[config.mk]
export PLATFORM = sky130hd
export DESIGN_NAME = pss_top
export DESIGN_NICKNAME = d
export VERILOG_FILES = /design/src/pss_pkg.sv /design/src/pss_blink.sv /design/src/pss_top.sv
export VERILOG_INCLUDE_DIRS = /design/src
export SDC_FILE = /design/constraint.sdc
export NUM_CORES = 1
export LEC_CHECK = 0
export ABC_AREA = 0
export BUFFER_PORTS_ARGS = -buffer_cell sky130_fd_sc_hd__buf_4
export CORE_ASPECT_RATIO = 0.7
export CORE_MARGIN = 1.5
export CORE_UTILIZATION = 55
export DETAILED_ROUTE_END_ITERATION = 16
export PLACE_DENSITY = 0.72
export SETUP_SLACK_MARGIN = 0.3
export SLEW_MARGIN = 25
export SYNTH_ARGS = -nofsm -noshare
export SYNTH_HDL_FRONTEND = slang
export SYNTH_SLANG_ARGS = --single-unit
[constraint.sdc]
create_clock -name clk -period 5.65 [get_ports clk]
set_input_delay 0.8475 -clock clk [delete_from_list [all_inputs] [get_ports clk]]
set_output_delay 0.8475 -clock clk [all_outputs]
set_load 0.02 [all_outputs]
[src/pss_map.svh]
// Timing constants and clock rate for the supply status signalling block
`ifndef PSS_MAP_SVH
`define PSS_MAP_SVH

`define PSS_CLK_HZ           20000000
`define PSS_CYC_PER_MS       (`PSS_CLK_HZ / 1000)

`define PSS_T_INOK_START_MS  1800
`define PSS_T_INOK_DIP_MS    100
`define PSS_T_MAIN_HOLD_MS   12
`define PSS_T_SB_HOLD_MS     40
`define PSS_T_INOK_MAIN_MS   7
`define PSS_T_INOK_SB_MS     27
`define PSS_T_OFF_MS         1000
`define PSS_T_BLINK_MS       500

`define PSS_BLINK_SLOTS      3'h6

`endif

[src/pss_pkg.sv]
// Types and small helpers shared by the supply status signalling block
`default_nettype none
package pss_pkg;

   typedef logic [31:0] pss_cnt_t;

   typedef enum logic [1:0] {
      PSS_OUT_OFF  = 2'b00,
      PSS_OUT_ON   = 2'b01,
      PSS_OUT_HOLD = 2'b10,
      PSS_OUT_REST = 2'b11
   } pss_out_state_t;

   // Milliseconds to clock cycles, never below one cycle
   function automatic pss_cnt_t pss_ms_to_cyc(input int unsigned ms, input int unsigned cyc_ms);
      int unsigned c;
      c = ms * cyc_ms;
      if (c == 0) begin
         c = 1;
      end
      return pss_cnt_t'(c);
   endfunction : pss_ms_to_cyc

   // True on the last cycle of a wait of lim cycles
   function automatic logic pss_done(input pss_cnt_t cnt, input pss_cnt_t lim);
      return (cnt >= (lim - 32'h0000_0001));
   endfunction : pss_done

   // Larger of two counts
   function automatic pss_cnt_t pss_max(input pss_cnt_t a, input pss_cnt_t b);
      return (a > b) ? a : b;
   endfunction : pss_max

endpackage : pss_pkg
`default_nettype wire

[src/pss_blink.sv]
// Free-running slow blink phase generator for the output status LED
`timescale 1ns/1ps
`default_nettype none
`include "pss_map.svh"
module pss_blink #(
   parameter pss_pkg::pss_cnt_t TICK_CYC = 32'h0098_9680
) (
   input  wire logic clk,
   input  wire logic rstn,
   output var  logic blink_even,
   output var  logic blink_two_one
);

   pss_pkg::pss_cnt_t tick_cnt;
   logic [2:0]        slot;

   // Base tick; one slot is one base blink period
   always_ff @(posedge clk) begin
      if (!rstn) begin
         tick_cnt <= 32'h0000_0000;
      end else if (pss_pkg::pss_done(tick_cnt, TICK_CYC)) begin
         tick_cnt <= 32'h0000_0000;
      end else begin
         tick_cnt <= tick_cnt + 32'h0000_0001;
      end
   end

   // Six slots serve both the 1:1 and the 2:1 pattern without a second counter
   always_ff @(posedge clk) begin
      if (!rstn) begin
         slot <= 3'h0;
      end else if (pss_pkg::pss_done(tick_cnt, TICK_CYC)) begin
         slot <= (slot == (`PSS_BLINK_SLOTS - 3'h1)) ? 3'h0 : slot + 3'h1;
      end
   end

   // Registered phases: even is high for three slots, two_one for two of each three
   always_ff @(posedge clk) begin
      if (!rstn) begin
         blink_even    <= 1'b0;
         blink_two_one <= 1'b0;
      end else begin
         blink_even    <= (slot < 3'h3);
         blink_two_one <= (slot != 3'h2) && (slot != 3'h5);
      end
   end

endmodule : pss_blink
`default_nettype wire

[src/pss_top.sv]
// Status pins, output sequencing and front LEDs of the supply status signalling block
// How it works
// - Power-good driven low only while all outputs are on and regulating.
// - Power-good released in standby or after a main or standby fault.
// - Input-ok driven low while the input lies in the usable range.
// - Input-ok released as soon as the input leaves its usable range.
// - Alert driven low during any warning or failure, released when healthy.
// - Input LED solid green while input in range, off otherwise.
// - Output LED by fixed priority: green normal, yellow 1:1 when request high.
// - Output LED solid yellow after any shutdown of main or standby.
// - Yellow/green 2:1 on temperature warning, 1:1 on minor fan error.
// - Presence pin driven low to show the supply is plugged in.
// - Main output cut at once when unplug-disable goes high.
// - Standby output ignores the unplug-disable input.
// - Main turns on automatically with request low and input in range.
// - Input-ok asserted at most 1800 ms after input applied at start-up.
// - Input-ok reasserted at most 100 ms after a dip ends.
// - Main and standby each stay off at least 1000 ms before restart.
// - Main held 7 ms, standby 27 ms, after input-ok released.
// - Main held at least 12 ms, standby 40 ms, after input loss.
// - Current share pin disconnected whenever the supply is off.
// - An unpowered supply releases power-good, input-ok and alert; the presence pin stays driven low.
// - Request active low enables main; its rising edge clears latched faults.
// - Alert is the OR of every shutdown and warning event.
`timescale 1ns/1ps
`default_nettype none
`include "pss_map.svh"
module pss_top #(
   parameter pss_pkg::pss_cnt_t INOK_START_CYC =
      pss_pkg::pss_ms_to_cyc(`PSS_T_INOK_START_MS, `PSS_CYC_PER_MS),
   parameter pss_pkg::pss_cnt_t INOK_DIP_CYC   =
      pss_pkg::pss_ms_to_cyc(`PSS_T_INOK_DIP_MS, `PSS_CYC_PER_MS),
   parameter pss_pkg::pss_cnt_t MAIN_HOLD_CYC  = pss_pkg::pss_max(
      pss_pkg::pss_ms_to_cyc(`PSS_T_MAIN_HOLD_MS, `PSS_CYC_PER_MS),
      pss_pkg::pss_ms_to_cyc(`PSS_T_INOK_MAIN_MS, `PSS_CYC_PER_MS)),
   parameter pss_pkg::pss_cnt_t SB_HOLD_CYC    = pss_pkg::pss_max(
      pss_pkg::pss_ms_to_cyc(`PSS_T_SB_HOLD_MS, `PSS_CYC_PER_MS),
      pss_pkg::pss_ms_to_cyc(`PSS_T_INOK_SB_MS, `PSS_CYC_PER_MS)),
   parameter pss_pkg::pss_cnt_t OFF_CYC        =
      pss_pkg::pss_ms_to_cyc(`PSS_T_OFF_MS, `PSS_CYC_PER_MS),
   parameter pss_pkg::pss_cnt_t BLINK_CYC      =
      pss_pkg::pss_ms_to_cyc(`PSS_T_BLINK_MS, `PSS_CYC_PER_MS)
) (
   input  wire logic clk,
   input  wire logic rstn,
   input  wire logic input_in_range,
   input  wire logic main_in_reg,
   input  wire logic sb_in_reg,
   input  wire logic main_on_request_n,
   input  wire logic unplug_disable,
   input  wire logic ot_shutdown,
   input  wire logic main_ov,
   input  wire logic main_uv,
   input  wire logic main_oc,
   input  wire logic sb_ov,
   input  wire logic sb_uv,
   input  wire logic sb_oc,
   input  wire logic ot_warning,
   input  wire logic fan_minor_error,
   output var  logic main_output,
   output var  logic standby_enable,
   output var  logic current_share_pin_connect,
   output var  logic power_good_n_out,
   output var  logic power_good_n_oe,
   output var  logic input_ok_n_out,
   output var  logic input_ok_n_oe,
   output var  logic alert_n_out,
   output var  logic alert_n_oe,
   output var  logic present_n_out,
   output var  logic present_n_oe,
   output var  logic led_in_green,
   output var  logic led_out_green,
   output var  logic led_out_yellow
);

   pss_pkg::pss_out_state_t m_state;
   pss_pkg::pss_out_state_t next_m_state;
   pss_pkg::pss_out_state_t s_state;
   pss_pkg::pss_out_state_t next_s_state;
   pss_pkg::pss_cnt_t       m_cnt;
   pss_pkg::pss_cnt_t       s_cnt;
   pss_pkg::pss_cnt_t       q_cnt;
   logic                    input_ok;
   logic                    req_q;
   logic                    req_rise;
   logic                    main_fault;
   logic                    sb_fault;
   logic                    main_set;
   logic                    sb_set;
   logic                    fault_clr;
   logic                    cold;
   logic                    powered;
   logic                    good;
   logic                    blink_even;
   logic                    blink_two_one;

   // Slow blink phases for the output LED
   pss_blink #(
      .TICK_CYC      (BLINK_CYC)
   ) u_blink (
      .clk           (clk),
      .rstn          (rstn),
      .blink_even    (blink_even),
      .blink_two_one (blink_two_one)
   );

   // Fault events and the clears that act on the latched faults
   assign main_set  = ot_shutdown | main_ov | main_uv | main_oc;
   assign sb_set    = sb_ov | sb_uv | sb_oc;
   assign req_rise  = main_on_request_n & ~req_q;
   assign fault_clr = req_rise | (~input_in_range & (s_state == pss_pkg::PSS_OUT_OFF));
   // Standby fully down means the next input-ok is a start-up, not a dip
   assign cold      = (s_state == pss_pkg::PSS_OUT_OFF) || (s_state == pss_pkg::PSS_OUT_REST);
   // No input and no standby: the unit must not load the shared pins
   assign powered   = input_in_range | standby_enable;

   // Request edge detector
   always_ff @(posedge clk) begin
      if (!rstn) begin
         req_q <= 1'b1;
      end else begin
         req_q <= main_on_request_n;
      end
   end

   // Latched shutdowns; a new event in the clearing cycle wins over the clear
   always_ff @(posedge clk) begin
      if (!rstn) begin
         main_fault <= 1'b0;
         sb_fault   <= 1'b0;
      end else begin
         main_fault <= main_set | (main_fault & ~fault_clr);
         sb_fault   <= sb_set | (sb_fault & ~fault_clr);
      end
   end

   // Input qualification: drop at once, reassert after start-up or dip delay
   always_ff @(posedge clk) begin
      if (!rstn) begin
         input_ok <= 1'b0;
         q_cnt    <= 32'h0000_0000;
      end else if (!input_in_range) begin
         input_ok <= 1'b0;
         q_cnt    <= 32'h0000_0000;
      end else if (!input_ok) begin
         if (pss_pkg::pss_done(q_cnt, cold ? INOK_START_CYC : INOK_DIP_CYC)) begin
            input_ok <= 1'b1;
            q_cnt    <= 32'h0000_0000;
         end else begin
            q_cnt <= q_cnt + 32'h0000_0001;
         end
      end
   end

   // Standby sequencing; unplug-disable deliberately plays no part here
   always_comb begin
      next_s_state = s_state;
      unique case (s_state)
         pss_pkg::PSS_OUT_OFF: begin
            if (input_ok && !sb_fault) begin
               next_s_state = pss_pkg::PSS_OUT_ON;
            end
         end
         pss_pkg::PSS_OUT_ON: begin
            if (sb_fault) begin
               next_s_state = pss_pkg::PSS_OUT_REST;
            end else if (!input_in_range) begin
               next_s_state = pss_pkg::PSS_OUT_HOLD;
            end
         end
         pss_pkg::PSS_OUT_HOLD: begin
            if (sb_fault) begin
               next_s_state = pss_pkg::PSS_OUT_REST;
            end else if (input_in_range) begin
               next_s_state = pss_pkg::PSS_OUT_ON;
            end else if (pss_pkg::pss_done(s_cnt, SB_HOLD_CYC)) begin
               next_s_state = pss_pkg::PSS_OUT_REST;
            end
         end
         pss_pkg::PSS_OUT_REST: begin
            if (pss_pkg::pss_done(s_cnt, OFF_CYC)) begin
               next_s_state = pss_pkg::PSS_OUT_OFF;
            end
         end
      endcase
   end

   // Main sequencing; a standby fault also takes the main output down
   always_comb begin
      next_m_state = m_state;
      unique case (m_state)
         pss_pkg::PSS_OUT_OFF: begin
            if (input_ok && !main_on_request_n && !unplug_disable && !main_fault
                && !sb_fault && (s_state == pss_pkg::PSS_OUT_ON)) begin
               next_m_state = pss_pkg::PSS_OUT_ON;
            end
         end
         pss_pkg::PSS_OUT_ON: begin
            if (unplug_disable || main_on_request_n || main_fault || sb_fault) begin
               next_m_state = pss_pkg::PSS_OUT_REST;
            end else if (!input_in_range) begin
               next_m_state = pss_pkg::PSS_OUT_HOLD;
            end
         end
         pss_pkg::PSS_OUT_HOLD: begin
            if (unplug_disable || main_on_request_n || main_fault || sb_fault) begin
               next_m_state = pss_pkg::PSS_OUT_REST;
            end else if (input_in_range) begin
               next_m_state = pss_pkg::PSS_OUT_ON;
            end else if (pss_pkg::pss_done(m_cnt, MAIN_HOLD_CYC)) begin
               next_m_state = pss_pkg::PSS_OUT_REST;
            end
         end
         pss_pkg::PSS_OUT_REST: begin
            if (pss_pkg::pss_done(m_cnt, OFF_CYC)) begin
               next_m_state = pss_pkg::PSS_OUT_OFF;
            end
         end
      endcase
   end

   // State registers; each timer restarts on every state change
   always_ff @(posedge clk) begin
      if (!rstn) begin
         s_state <= pss_pkg::PSS_OUT_OFF;
         s_cnt   <= 32'h0000_0000;
      end else begin
         s_state <= next_s_state;
         s_cnt   <= (next_s_state != s_state) ? 32'h0000_0000 : s_cnt + 32'h0000_0001;
      end
   end

   always_ff @(posedge clk) begin
      if (!rstn) begin
         m_state <= pss_pkg::PSS_OUT_OFF;
         m_cnt   <= 32'h0000_0000;
      end else begin
         m_state <= next_m_state;
         m_cnt   <= (next_m_state != m_state) ? 32'h0000_0000 : m_cnt + 32'h0000_0001;
      end
   end

   // Output enables follow the next state so unplug acts on the very next edge
   always_ff @(posedge clk) begin
      if (!rstn) begin
         main_output               <= 1'b0;
         standby_enable            <= 1'b0;
         current_share_pin_connect <= 1'b0;
      end else begin
         main_output    <= (next_m_state == pss_pkg::PSS_OUT_ON)
                           || (next_m_state == pss_pkg::PSS_OUT_HOLD);
         standby_enable <= (next_s_state == pss_pkg::PSS_OUT_ON)
                           || (next_s_state == pss_pkg::PSS_OUT_HOLD);
         current_share_pin_connect <= (next_m_state == pss_pkg::PSS_OUT_ON)
                                      || (next_m_state == pss_pkg::PSS_OUT_HOLD);
      end
   end

   // Everything on, regulating and fault free
   assign good = main_output & standby_enable & main_in_reg & sb_in_reg
                 & ~main_fault & ~sb_fault & ~main_on_request_n;

   // Open-drain pins only ever pull low; the enable carries the level
   always_ff @(posedge clk) begin
      if (!rstn) begin
         power_good_n_out <= 1'b0;
         input_ok_n_out   <= 1'b0;
         alert_n_out      <= 1'b0;
         present_n_out    <= 1'b0;
         power_good_n_oe  <= 1'b0;
         input_ok_n_oe    <= 1'b0;
         alert_n_oe       <= 1'b0;
         present_n_oe     <= 1'b0;
      end else begin
         power_good_n_out <= 1'b0;
         input_ok_n_out   <= 1'b0;
         alert_n_out      <= 1'b0;
         present_n_out    <= 1'b0;
         power_good_n_oe  <= good & powered;
         input_ok_n_oe    <= input_ok & powered;
         alert_n_oe       <= (main_fault | sb_fault | ot_warning | fan_minor_error)
                             & powered;
         present_n_oe     <= 1'b1;
      end
   end

   // Input LED mirrors the raw in-range level, not the delayed input-ok
   always_ff @(posedge clk) begin
      if (!rstn) begin
         led_in_green <= 1'b0;
      end else begin
         led_in_green <= input_in_range;
      end
   end

   // Output LED, tested top down; a warning spoils normal operation
   always_ff @(posedge clk) begin
      if (!rstn) begin
         led_out_green  <= 1'b0;
         led_out_yellow <= 1'b0;
      end else if (good && !ot_warning && !fan_minor_error) begin
         led_out_green  <= 1'b1;
         led_out_yellow <= 1'b0;
      end else if (main_on_request_n && standby_enable) begin
         led_out_green  <= 1'b0;
         led_out_yellow <= blink_even;
      end else if (main_fault || sb_fault || (main_output && !main_in_reg)
                   || (standby_enable && !sb_in_reg)) begin
         led_out_green  <= 1'b0;
         led_out_yellow <= 1'b1;
      end else if (ot_warning) begin
         led_out_green  <= ~blink_two_one;
         led_out_yellow <= blink_two_one;
      end else if (fan_minor_error) begin
         led_out_green  <= ~blink_even;
         led_out_yellow <= blink_even;
      end else begin
         led_out_green  <= 1'b0;
         led_out_yellow <= 1'b0;
      end
   end

endmodule : pss_top
`default_nettype wire

==> results.sh, run 1 <==
export IMPL_outcome="finished, final reports clean"
export IMPL_postLayoutCellArea_sq_mm=0.00853
export IMPL_synthTopCellsByCount="dfxtp_1, nor2_1, nand2_1"
export IMPL_synth_area_per_cell_sq_um=8.65
export IMPL_crit_type="flop to flop"
export IMPL_ys_flop_type="dfxtp_1"
export IMPL_pwr_share_comb_pct=9.6
export IMPL_tritoncts="built"
export IMPL_power_internal_mw=1.84
export IMPL_cp_arrival_ps=3990
export IMPL_maxSlewHeadroom_pct=36.9
export IMPL_pwr_share_seq_pct=44.3
export IMPL_finish_net_count=942
export IMPL_grt_util_met2_pct=38.3
export IMPL_end_kind="flop"
export IMPL_grt_busiest_layer="met2"
export IMPL_regToRegStartpoint="s_state[1]$_SDFF_PN0_"
export IMPL_grt_pass1_wl_microns=28600
export IMPL_cts_root_buf="clkbuf_16"
export IMPL_drt_iter0_markers=399
export IMPL_post_dp_hpwl_microns=11900
export IMPL_startpoint="s_state[1]$_SDFF_PN0_"
export IMPL_fp_dieH_microns=102
export IMPL_routedWlPerCell_microns=15.4
export IMPL_min_period_over_period_pct=64.2
export IMPL_die_area_sq_mm=0.0146
export IMPL_hold_viol_final=0
export IMPL_multiInputGateArea_sq_mm=0.00433
export IMPL_ff2ff_setup_slack_ps=2020
export IMPL_clk_pin_slew_ps=70
export IMPL_cts_made_buffers=17
export IMPL_cts_resized=0
export IMPL_ys_seq_elements=150
export IMPL_finalHoldWorstSlack_ps=440
export IMPL_holdPathEnd="s_cnt[0]$_SDFF_PP0_"
export IMPL_num_fill_cells=1126
export IMPL_ios=30
export IMPL_initial_core_util_pct=57.3
export IMPL_cp_depth=10
export IMPL_max_stage_delay_ps=630
export IMPL_final_cell_count_no_fill=1104
export IMPL_yosysUniqueCellTypes=82
export IMPL_drive_gt1_share_pct=11.6
export IMPL_drv_slew=0
export IMPL_finClkSkew_ps=13.8
export IMPL_critical_path_top_delay_family="simple AND/OR/NAND/NOR gates"
export IMPL_syn_area_sq_mm=0.00765
export IMPL_synthMostInstantiatedCell="dfxtp_1"
export IMPL_synth_top_area_share_pct=39.3
export IMPL_yosysWarnings=0
export IMPL_tns_ps=0
export IMPL_vdd_drop_max_uv=241
export IMPL_rsz0062_at_grt="no"
export IMPL_cts_setup_buffers=0
export IMPL_avgViaCountPerCell=5.86
export IMPL_route_detailed_drc=0
export IMPL_dp_cells=1072
export IMPL_place_congestion=0.948
export IMPL_core_area_sq_mm=0.0134
export IMPL_antenna_left=0
export IMPL_clock_sinks=150
export IMPL_place_ws_ps=2150
export IMPL_critPathBufInv=2
export IMPL_htree_levels=4
export IMPL_async_reset_ff_share_pct=0
export IMPL_worst_slew_pin_slew_ps=938
export IMPL_grt_pass1_vias=5975
export IMPL_startpoint_type="flop"
export IMPL_use_met1_pct=33.2
export IMPL_dr_pass1_iters=5
export IMPL_n_antenna_cell=0
export IMPL_worst_hold_path_type="flop to flop"
export IMPL_cts_max_path_buffers=2
export IMPL_power_per_cell_area_mw_per_mm2=296
export IMPL_syn_inst=884
export IMPL_postCtsHoldBufs=0
export IMPL_vias=6474
export IMPL_power_leakage_nw=3.02
export IMPL_grt_ovfl_total=0
export IMPL_postRouteWirelength_microns=17000
export IMPL_synth_edf_count=0
export IMPL_hold_start="s_cnt[0]$_SDFF_PP0_"
export IMPL_seq_area_sq_mm=0.00300
export IMPL_track_usage_pct=24.4
export IMPL_yosysSeqAreaShare_pct=39.3
export IMPL_final_setup_worst_slack_ps=2020
export IMPL_maxCapViolCount=0
export IMPL_clockPowerShare_pct=46.1
export IMPL_cp_required_ps=6010
export IMPL_crit_chain="inv_1 -> ha_1 -> inv_1 -> ha_1 -> a21oi_1 -> o21ai_0 -> o21ai_0 -> nand3_1 -> nor3_2 -> a31o_2"
export IMPL_cp_max_fo=14
export IMPL_p_switching_mw=0.686
export IMPL_areaGrowthSynthToFinish_pct=11.6
export IMPL_rows=35
export IMPL_insertion_delay_ps=420
export IMPL_swShare_pct=27.2
export IMPL_grt_max_degree=33
export IMPL_port_buffers=25
export IMPL_grt_util_met3_pct=4.30
export IMPL_cpMaxStageDelayCell="nor3_2"
export IMPL_max_freq_mhz=276
export IMPL_finalSetupViolCount=0
export IMPL_place_area_sq_mm=0.00793
export IMPL_hold_depth=1
export IMPL_antenna_found_initial=0
export IMPL_r2r_end="q_cnt[11]$_SDFFE_PN0N_"
export IMPL_finalCriticalPeriod_ps=3630
export IMPL_rr_worst_depth=10
export IMPL_synth_area_leader_cell="dfxtp_1"
export IMPL_die_w_microns=144
export IMPL_yosys_top_cells_area="dfxtp_1, nor2_1, xnor2_1, xor2_1, nand3_1"
==> metrics by stage <==
stage | utilization, % | total power [mW]
4_1_cts | 63.9 | 2.54
3_3_place_gp | 59.4 | 1.38
6_report | 63.9 | 2.52
5_1_grt | 63.9 | 2.60
2_1_floorplan | - | 1.37
3_5_place_dp | 59.4 | 1.38
==> cell type report <==
type,count,share of cell area [%]
clock buffers,18,5.15
clock inverters,14,1.91
inverters,39,1.72
multi-input cells,669,50.8
flip-flops and latches,150,35.2
well taps,185,2.71
repair buffers,29,2.55
==> layout by cell type, fill, tap and decap left out, drive strengths merged, types with 6 or more instances in the layout <==
cell type,count
a211oi,7
a21o,6
a21oi,18
a31oi,7
and2,10
and3,16
and4,11
buf,29
clkbuf,18
clkinv,6
conb,12
dfxtp,150
ha,20
inv,45
nand2,64
nand3,62
nand4,22
nor2,146
nor3,23
nor4,23
o21ai,32
o311ai,6
or3,9
or4,6
xnor2,46
xor2,42
==> flip-flops by register name, indices dropped and copies added, names as in the netlist, 2 cells and up <==
signal / flops
s_cnt: 32
q_cnt: 32
m_state: 2
u_blink.slot: 3
u_blink.tick_cnt: 32
s_state: 2
m_cnt: 32
==> worst max-delay path by stage <==
| stage | endpoint | slack (ps) |
|---|---|---|
| global route | q_cnt[11]$_SDFFE_PN0N_ | 1750 |
| global placement | q_cnt[11]$_SDFFE_PN0N_ | 2360 |
| floorplan | q_cnt[20]$_SDFFE_PN0N_ | 2830 |
| CTS | q_cnt[11]$_SDFFE_PN0N_ | 2130 |
| finish | q_cnt[11]$_SDFFE_PN0N_ | 2020 |
| detailed placement | q_cnt[11]$_SDFFE_PN0N_ | 2150 |
==> cell families (layout without fill, tap and decap cells) <==
logic type,count (synthesis),count (layout),share of synthesized area [%]
AOI/OAI and AO/OA,131,131,12.4
and+or+nand+nor,415,415,29.9
other,1,12,0.0490
adders and majority gates,20,20,3.27
buffers and inverters,76,100,4.65
muxes,3,3,0.393
xor gates and xnor gates,88,88,10.1
DFF,150,150,39.3
==> layer usage <==
layer	part of all wire [%]	vias to the layer above	wire [microns]
met2	46	203	7820
met4	2.3	0	384
met3	5.6	40	957
met1	46	3061	7850
met5	0	-	0
li1	-	3170	-
==> power by group through the flow <==
stage	sequential [mW]	clock, mW	combinational (mW)
after detailed placement	1.14	0	0.242
final	1.12	1.16	0.243
after floorplan	1.13	0	0.238
after CTS	1.12	1.18	0.244
after global placement	1.14	0	0.237
after global routing	1.12	1.22	0.261
==> worst reg2reg max path, stage by stage, from the launching register on <==
cell     delay, ps
dfxtp_1        530
inv_1          160
ha_1           460
inv_1          170
ha_1           330
a21oi_1        180
o21ai_0         80
o21ai_0        280
nand3_1        500
nor3_2         640
a31o_2         250
(Power assumes the default switching activity.)
==> run 2: changes to the inputs <==
--- a/config.mk
+++ b/config.mk
@@ -6,13 +6,13 @@
 export SDC_FILE = /design/constraint.sdc
 export NUM_CORES = 1
 export LEC_CHECK = 0
-export ABC_AREA = 0
+export ABC_AREA = 1
 export BUFFER_PORTS_ARGS = -buffer_cell sky130_fd_sc_hd__buf_4
 export CORE_ASPECT_RATIO = 0.7
 export CORE_MARGIN = 1.5
 export CORE_UTILIZATION = 55
 export DETAILED_ROUTE_END_ITERATION = 16
-export PLACE_DENSITY = 0.72
+export PLACE_DENSITY = 0.75
 export SETUP_SLACK_MARGIN = 0.3
 export SLEW_MARGIN = 25
 export SYNTH_ARGS = -nofsm -noshare
==> constraint.sdc (replaced) <==
create_clock -name clk -period 3.2 [get_ports clk]
set_input_delay 0.48 -clock clk [delete_from_list [all_inputs] [get_ports clk]]
set_output_delay 0.48 -clock clk [all_outputs]
set_load 0.02 [all_outputs]
==> run 2 against run 1 <==
Compared with the run above:
- first-iteration DRC count is 15% higher
- wire length grew 5.9%
- synthesized cell count rose by 33%
- critical path depth up 4
- non-clock buffer count rose by 5
- core utilization decreased by 0.22 points
- final area is 11% higher
- power increased by 81%
- clock skew down 4.1 ps
- maximum frequency up 40%
- critical path type unchanged
- largest power group is now registers
==> results.sh, run 2 <==
export IMPL_outcome="finished, final reports clean"
export IMPL_pwr_share_seq_pct=43.2
export IMPL_synth_edf_count=0
export IMPL_power_leakage_nw=3.59
export IMPL_route_detailed_drc=0
export IMPL_rows=37
export IMPL_synth_area_per_cell_sq_um=7.25
export IMPL_cts_made_buffers=17
export IMPL_htree_levels=4
export IMPL_die_w_microns=152
export IMPL_synth_simple_gate_area_share_pct=37.7
export IMPL_mostFrequentLayoutCell="nand2_1"
export IMPL_worst_slew_pin_slew_ps=688
export IMPL_crit_type="flop to flop"
export IMPL_finish_net_count=1252
export IMPL_tritoncts="built"
export IMPL_place_ws_ps=272
export IMPL_hold_depth=1
export IMPL_syn_area_sq_mm=0.00853
export IMPL_fp_dieH_microns=107
export IMPL_clockPowerShare_pct=42.7
export IMPL_yosys_top_cells_area="dfxtp_1, nand2_1, xor2_1, inv_1, nor2_1"
export IMPL_synth_compound_area_share_pct=5.56
export IMPL_maxCapViolCount=0
export IMPL_routedWlPerCell_microns=12.6
export IMPL_drt_iter0_markers=457
export IMPL_synthTopCellsByCount="nand2_1, inv_1, dfxtp_1"
export IMPL_cts_root_buf="clkbuf_16"
export IMPL_dr_pass1_iters=5
export IMPL_drive_gt1_share_pct=14.2
export IMPL_maxSlewHeadroom_pct=54.0
export IMPL_synthMuxAreaShare_pct=0
export IMPL_finClkSkew_ps=9.73
export IMPL_pwr_share_comb_pct=14.2
export IMPL_drv_slew=0
export IMPL_syn_inst=1177
export IMPL_clock_sinks=150
export IMPL_crit_chain="inv_1 -> ha_4 -> inv_1 -> ha_1 -> nand4_1 -> nor3_1 -> o21ai_0 -> nand3b_1 -> nand3_1 -> nand2_1 -> buf_4 -> nor2_1 -> nand2_1 -> a21oi_1"
export IMPL_max_freq_mhz=386
export IMPL_synthXorXnorAreaFrac_pct=8.93
export IMPL_cp_max_fo=12
export IMPL_initial_core_util_pct=57.2
export IMPL_areaGrowthSynthToFinish_pct=11.2
export IMPL_rsz0062_at_grt="no"
export IMPL_final_cell_count_no_fill=1424
export IMPL_synth_area_leader_cell="dfxtp_1"
export IMPL_yosysSeqAreaShare_pct=35.2
export IMPL_swShare_pct=29.6
export IMPL_port_buffers=25
export IMPL_min_period_over_period_pct=81.0
export IMPL_async_reset_ff_share_pct=0
export IMPL_tns_ps=0
export IMPL_ios=30
export IMPL_p_switching_mw=1.35
export IMPL_finalHoldWorstSlack_ps=269
export IMPL_final_setup_worst_slack_ps=609
export IMPL_synthMostInstantiatedCell="nand2_1"
export IMPL_synth_top_family_by_area="simple AND/OR/NAND/NOR gates"
export IMPL_track_usage_pct=22.7
export IMPL_power_internal_mw=3.21
export IMPL_grt_ovfl_total=0
export IMPL_grt_pass1_wl_microns=30000
export IMPL_ys_flop_type="dfxtp_1"
export IMPL_synth_top_area_share_pct=35.2
export IMPL_vdd_drop_max_uv=376
export IMPL_end_kind="flop"
export IMPL_startpoint_type="flop"
export IMPL_grt_pass1_vias=6312
export IMPL_cp_arrival_ps=2880
export IMPL_insertion_delay_ps=430
export IMPL_ys_seq_elements=150
export IMPL_yosysWarnings=0
export IMPL_yosys_area_share_adder_pct=2.93
export IMPL_cp_required_ps=3480
export IMPL_dp_cells=1390
export IMPL_fin_total_pwr_mw=4.56
export IMPL_postLayoutCellArea_sq_mm=0.00949
export IMPL_yosysUniqueCellTypes=50
export IMPL_hold_viol_final=0
export IMPL_rr_worst_depth=14
export IMPL_post_dp_hpwl_microns=13200
export IMPL_cts_max_path_buffers=2
export IMPL_place_area_sq_mm=0.00887
export IMPL_final_core_util_pct=63.6
export IMPL_die_area_sq_mm=0.0163
export IMPL_grt_max_degree=33
export IMPL_vias=7210
export IMPL_antenna_left=0
export IMPL_power_per_cell_area_mw_per_mm2=480
export IMPL_core_area_sq_mm=0.0149
export IMPL_avgViaCountPerCell=5.06
export IMPL_cpMaxStageDelayCell="dfxtp_1"
export IMPL_max_stage_delay_ps=390
export IMPL_n_antenna_cell=0
export IMPL_finalSetupViolCount=0
export IMPL_clk_pin_slew_ps=70
export IMPL_finalCriticalPeriod_ps=2590
export IMPL_layout_common_cells="nand2_1, inv_1, dfxtp_1"
export IMPL_worst_hold_path_type="input pin to flop"
export IMPL_antenna_found_initial=0
export IMPL_place_congestion=0.960
export IMPL_postRouteWirelength_microns=18000
==> run 2: cell types whose count changed after synthesis, sizes merged, moves of 15 or more <==
cell,before,now
nand2,64,249
inv,38,165
nor2,146,214
nor3,23,58
a21oi,18,52
xnor2,46,18
xor2,42,69
and3,16,1
==> run 2: kinds of logic after synthesis <==
| group | count (synthesis) |
|---|---|
| buf+inv | 194 |
| simple gates | 639 |
| compound gates | 86 |
| fa+ha+maj | 20 |
| other cells | 1 |
| flops | 150 |
| xor+xnor | 87 |
==> run 2: power groups by stage <==
stage / sequential (mW) / combinational, mW / clock, mW
finish: 1.97 / 0.647 / 1.94
global route: 1.97 / 0.710 / 2.06
CTS: 1.96 / 0.620 / 1.98
detailed placement: 2.01 / 0.617 / 0
global placement: 2.00 / 0.610 / 0
floorplan: 2.01 / 0.524 / 0
==> run 2: timing repair <==
action,CTS,global route
gates cloned,0,1
pin swaps,0,1
gates resized for setup,1,3
hold buffers,0,0
setup buffers,0,1
setup endpoints to repair,5,34
==> run 2: critical path: cells and delay by family, from the launching register on <==
family	cells	cell delay, ps
and+or+nand+nor	7	670
DFF	1	390
buffers and inverters	3	500
adders and majority gates	2	690
AOI/OAI and AO/OA	2	160
==> run 2: final cells by class <==
class	count	area (sq um)
clock buffers	18	429
clock inverters	14	140
multi-input cells	845	4770
inverters	168	631
flip-flops and latches	150	3000
repair buffers	34	268
well taps	195	244
fillers	1332	5420
==> run 2: path summary, 6_finish.rpt <==
kind / start / end / slack (ps)
max: s_state[1]$_SDFF_PN0_ / q_cnt[21]$_SDFFE_PN0N_ / 610
min: rstn / present_n_oe$_DFF_P_ / 270
max reg2reg: s_state[1]$_SDFF_PN0_ / q_cnt[21]$_SDFFE_PN0N_ / 610
min reg2reg: q_cnt[27]$_SDFFE_PN0N_ / q_cnt[27]$_SDFFE_PN0N_ / 440
==> run 2: routing by layer <==
metal,global-route usage [%],wire (microns),vias up
met5,0,0,-
met4,7.84,203,0
met3,4.81,1010,18
met2,31.1,7140,161
met1,34.5,9650,3243
li1,-,-,3788
==> run 3: changes to the inputs <==
--- a/config.mk
+++ b/config.mk
@@ -6,7 +6,7 @@
 export SDC_FILE = /design/constraint.sdc
 export NUM_CORES = 1
 export LEC_CHECK = 0
-export ABC_AREA = 1
+export ABC_AREA = 0
 export BUFFER_PORTS_ARGS = -buffer_cell sky130_fd_sc_hd__buf_4
 export CORE_ASPECT_RATIO = 0.7
 export CORE_MARGIN = 1.5
==> constraint.sdc (replaced) <==
create_clock -name clk -period 2.15 [get_ports clk]
set_input_delay 0.3225 -clock clk [delete_from_list [all_inputs] [get_ports clk]]
set_output_delay 0.3225 -clock clk [all_outputs]
set_load 0.02 [all_outputs]
==> run 3 against run 2 <==
Compared with the run above:
- the flow now finishes with violations (negative setup slack)
- combinational power rose by 100%
- final area rose by 15%
- flip-flop and latch count did not move
- maximum frequency rose by 6.5%
- power rose by 55%
- non-clock buffer count rose by 127
- critical path depth fell by 5
- clock skew barely moved
- cell count fell by 13%
- hold slack got worse by 140 ps
- first-iteration DRC count rose by 38%
- core utilization rose by 18 points
==> results.sh, run 3 (synthesis results as in run 1) <==
export IMPL_outcome="finished with violations"
export IMPL_violations="negative setup slack"
export IMPL_port_buffers=25
export IMPL_grt_pass1_wl_microns=33300
export IMPL_htree_levels=4
export IMPL_antenna_left=0
export IMPL_avgViaCountPerCell=5.94
export IMPL_seq_area_sq_mm=0.00303
export IMPL_finalCriticalPeriod_ps=2430
export IMPL_place_ws_ps=-283
export IMPL_place_congestion=0.922
export IMPL_routedWlPerCell_microns=18.3
export IMPL_maxSlewHeadroom_pct=62.9
export IMPL_rows=35
export IMPL_cp_required_ps=2510
export IMPL_layout_common_cells="dfxtp_1, buf_4, nor2_4"
export IMPL_finish_net_count=1075
export IMPL_fin_total_pwr_mw=7.05
export IMPL_die_w_microns=144
export IMPL_core_area_sq_mm=0.0134
export IMPL_grt_ovfl_total=0
export IMPL_fp_dieH_microns=102
export IMPL_power_leakage_nw=4.01
export IMPL_finClkSkew_ps=9.98
export IMPL_mostFrequentLayoutCell="dfxtp_1"
export IMPL_die_area_sq_mm=0.0146
export IMPL_maxCapViolCount=0
export IMPL_grt_pass1_vias=6721
export IMPL_hold_viol_final=0
export IMPL_antenna_found_initial=0
export IMPL_cp_arrival_ps=2800
export IMPL_cpMaxStageDelayCell="o311a_4"
export IMPL_tns_ps=-12460
export IMPL_drive_gt1_share_pct=38.1
export IMPL_ios=30
export IMPL_insertion_delay_ps=420
export IMPL_areaGrowthSynthToFinish_pct=43.0
export IMPL_final_setup_worst_slack_ps=-283
export IMPL_crit_chain="inv_6 -> ha_4 -> ha_1 -> a21boi_1 -> o21a_2 -> o311a_4 -> buf_6 -> o41ai_2 -> a21o_1"
export IMPL_startpoint_type="flop"
export IMPL_postLayoutCellArea_sq_mm=0.0109
export IMPL_worst_slew_pin_slew_ps=542
export IMPL_num_fill_cells=777
export IMPL_cp_max_fo=7
export IMPL_finalSetupViolCount=61
export IMPL_finalHoldWorstSlack_ps=133
export IMPL_end_kind="flop"
export IMPL_track_usage_pct=28.8
export IMPL_grt_max_degree=29
export IMPL_route_detailed_drc=0
export IMPL_max_stage_delay_ps=400
export IMPL_rsz0062_at_grt="yes"
export IMPL_drv_slew=0
export IMPL_clk_pin_slew_ps=60
export IMPL_worst_hold_path_type="input pin to flop"
export IMPL_min_period_over_period_pct=113
export IMPL_cts_root_buf="clkbuf_16"
export IMPL_drt_iter0_markers=630
export IMPL_postRouteWirelength_microns=22600
export IMPL_tritoncts="built"
export IMPL_clock_sinks=150
export IMPL_multiInputGateArea_sq_mm=0.00544
export IMPL_initial_core_util_pct=57.3
export IMPL_dr_pass1_iters=5
export IMPL_n_antenna_cell=0
export IMPL_cts_made_buffers=17
export IMPL_power_per_cell_area_mw_per_mm2=645
export IMPL_vdd_drop_max_uv=623
export IMPL_post_dp_hpwl_microns=12500
export IMPL_crit_type="flop to flop"
export IMPL_place_area_sq_mm=0.00881
export IMPL_max_freq_mhz=411
export IMPL_cts_max_path_buffers=2
export IMPL_vias=7332
## run 3: power by group
part	internal, mW	switching (mW)	leakage, nW
logic	0.639	0.669	2.52
registers	2.86	0.0777	1.23
clock network	1.61	1.20	0.260
## run 3: critical path, delay by kind of cell (launching register included)
family                   cells  cell delay (ps)
buffers and inverters        2              160
adder cells (fa/ha/maj)      2              600
AO/OA/AOI/OAI                5             1250
flip-flops                   1              370
## run 3: metrics by stage
| step | utilization [%] | cells |
|---|---|---|
| 2_1_floorplan | - | 895 |
| 3_3_place_gp | 66.0 | 1160 |
| 3_5_place_dp | 66.0 | 1160 |
| 4_1_cts | 76.4 | 1215 |
| 5_1_grt | 81.9 | 1235 |
| 6_report | 81.9 | 1235 |
## run 3: area by class of cell
type / count / area share (%)
flip-flops and latches: 150 / 27.7
well taps: 185 / 2.12
clock inverters: 12 / 0.973
repair buffers: 161 / 13.9
clock buffers: 18 / 4.02
inverters: 39 / 1.48
multi-input cells: 670 / 49.7
## run 3: routing by layer
layer	vias to the layer above	global-route usage, %	wire length (microns)
li1	3434	-	-
met1	3509	39.5	9840
met2	328	44.3	10700
met3	61	6.29	1520
met4	0	11.6	549
met5	-	0	0
## run 3: final timing paths
kind / start / endpoint / slack [ps] / cells past startpoint
max reg2reg: s_state[1]$_SDFF_PN0_ / q_cnt[20]$_SDFFE_PN0N_ / -280 / 9
min reg2reg: s_cnt[0]$_SDFF_PP0_ / s_cnt[0]$_SDFF_PP0_ / 440 / 1
min: rstn / present_n_oe$_DFF_P_ / 130 / 1
max: s_state[1]$_SDFF_PN0_ / q_cnt[20]$_SDFFE_PN0N_ / -280 / 9
## run 3: timing repair
action / CTS / global route
hold buffers: 0 / 0
pin swaps: 70 / 64
resized for setup: 146 / 129
endpoints found under the setup margin: 123 / 126
buffers inserted: 20 / 16
cloned: 5 / 4
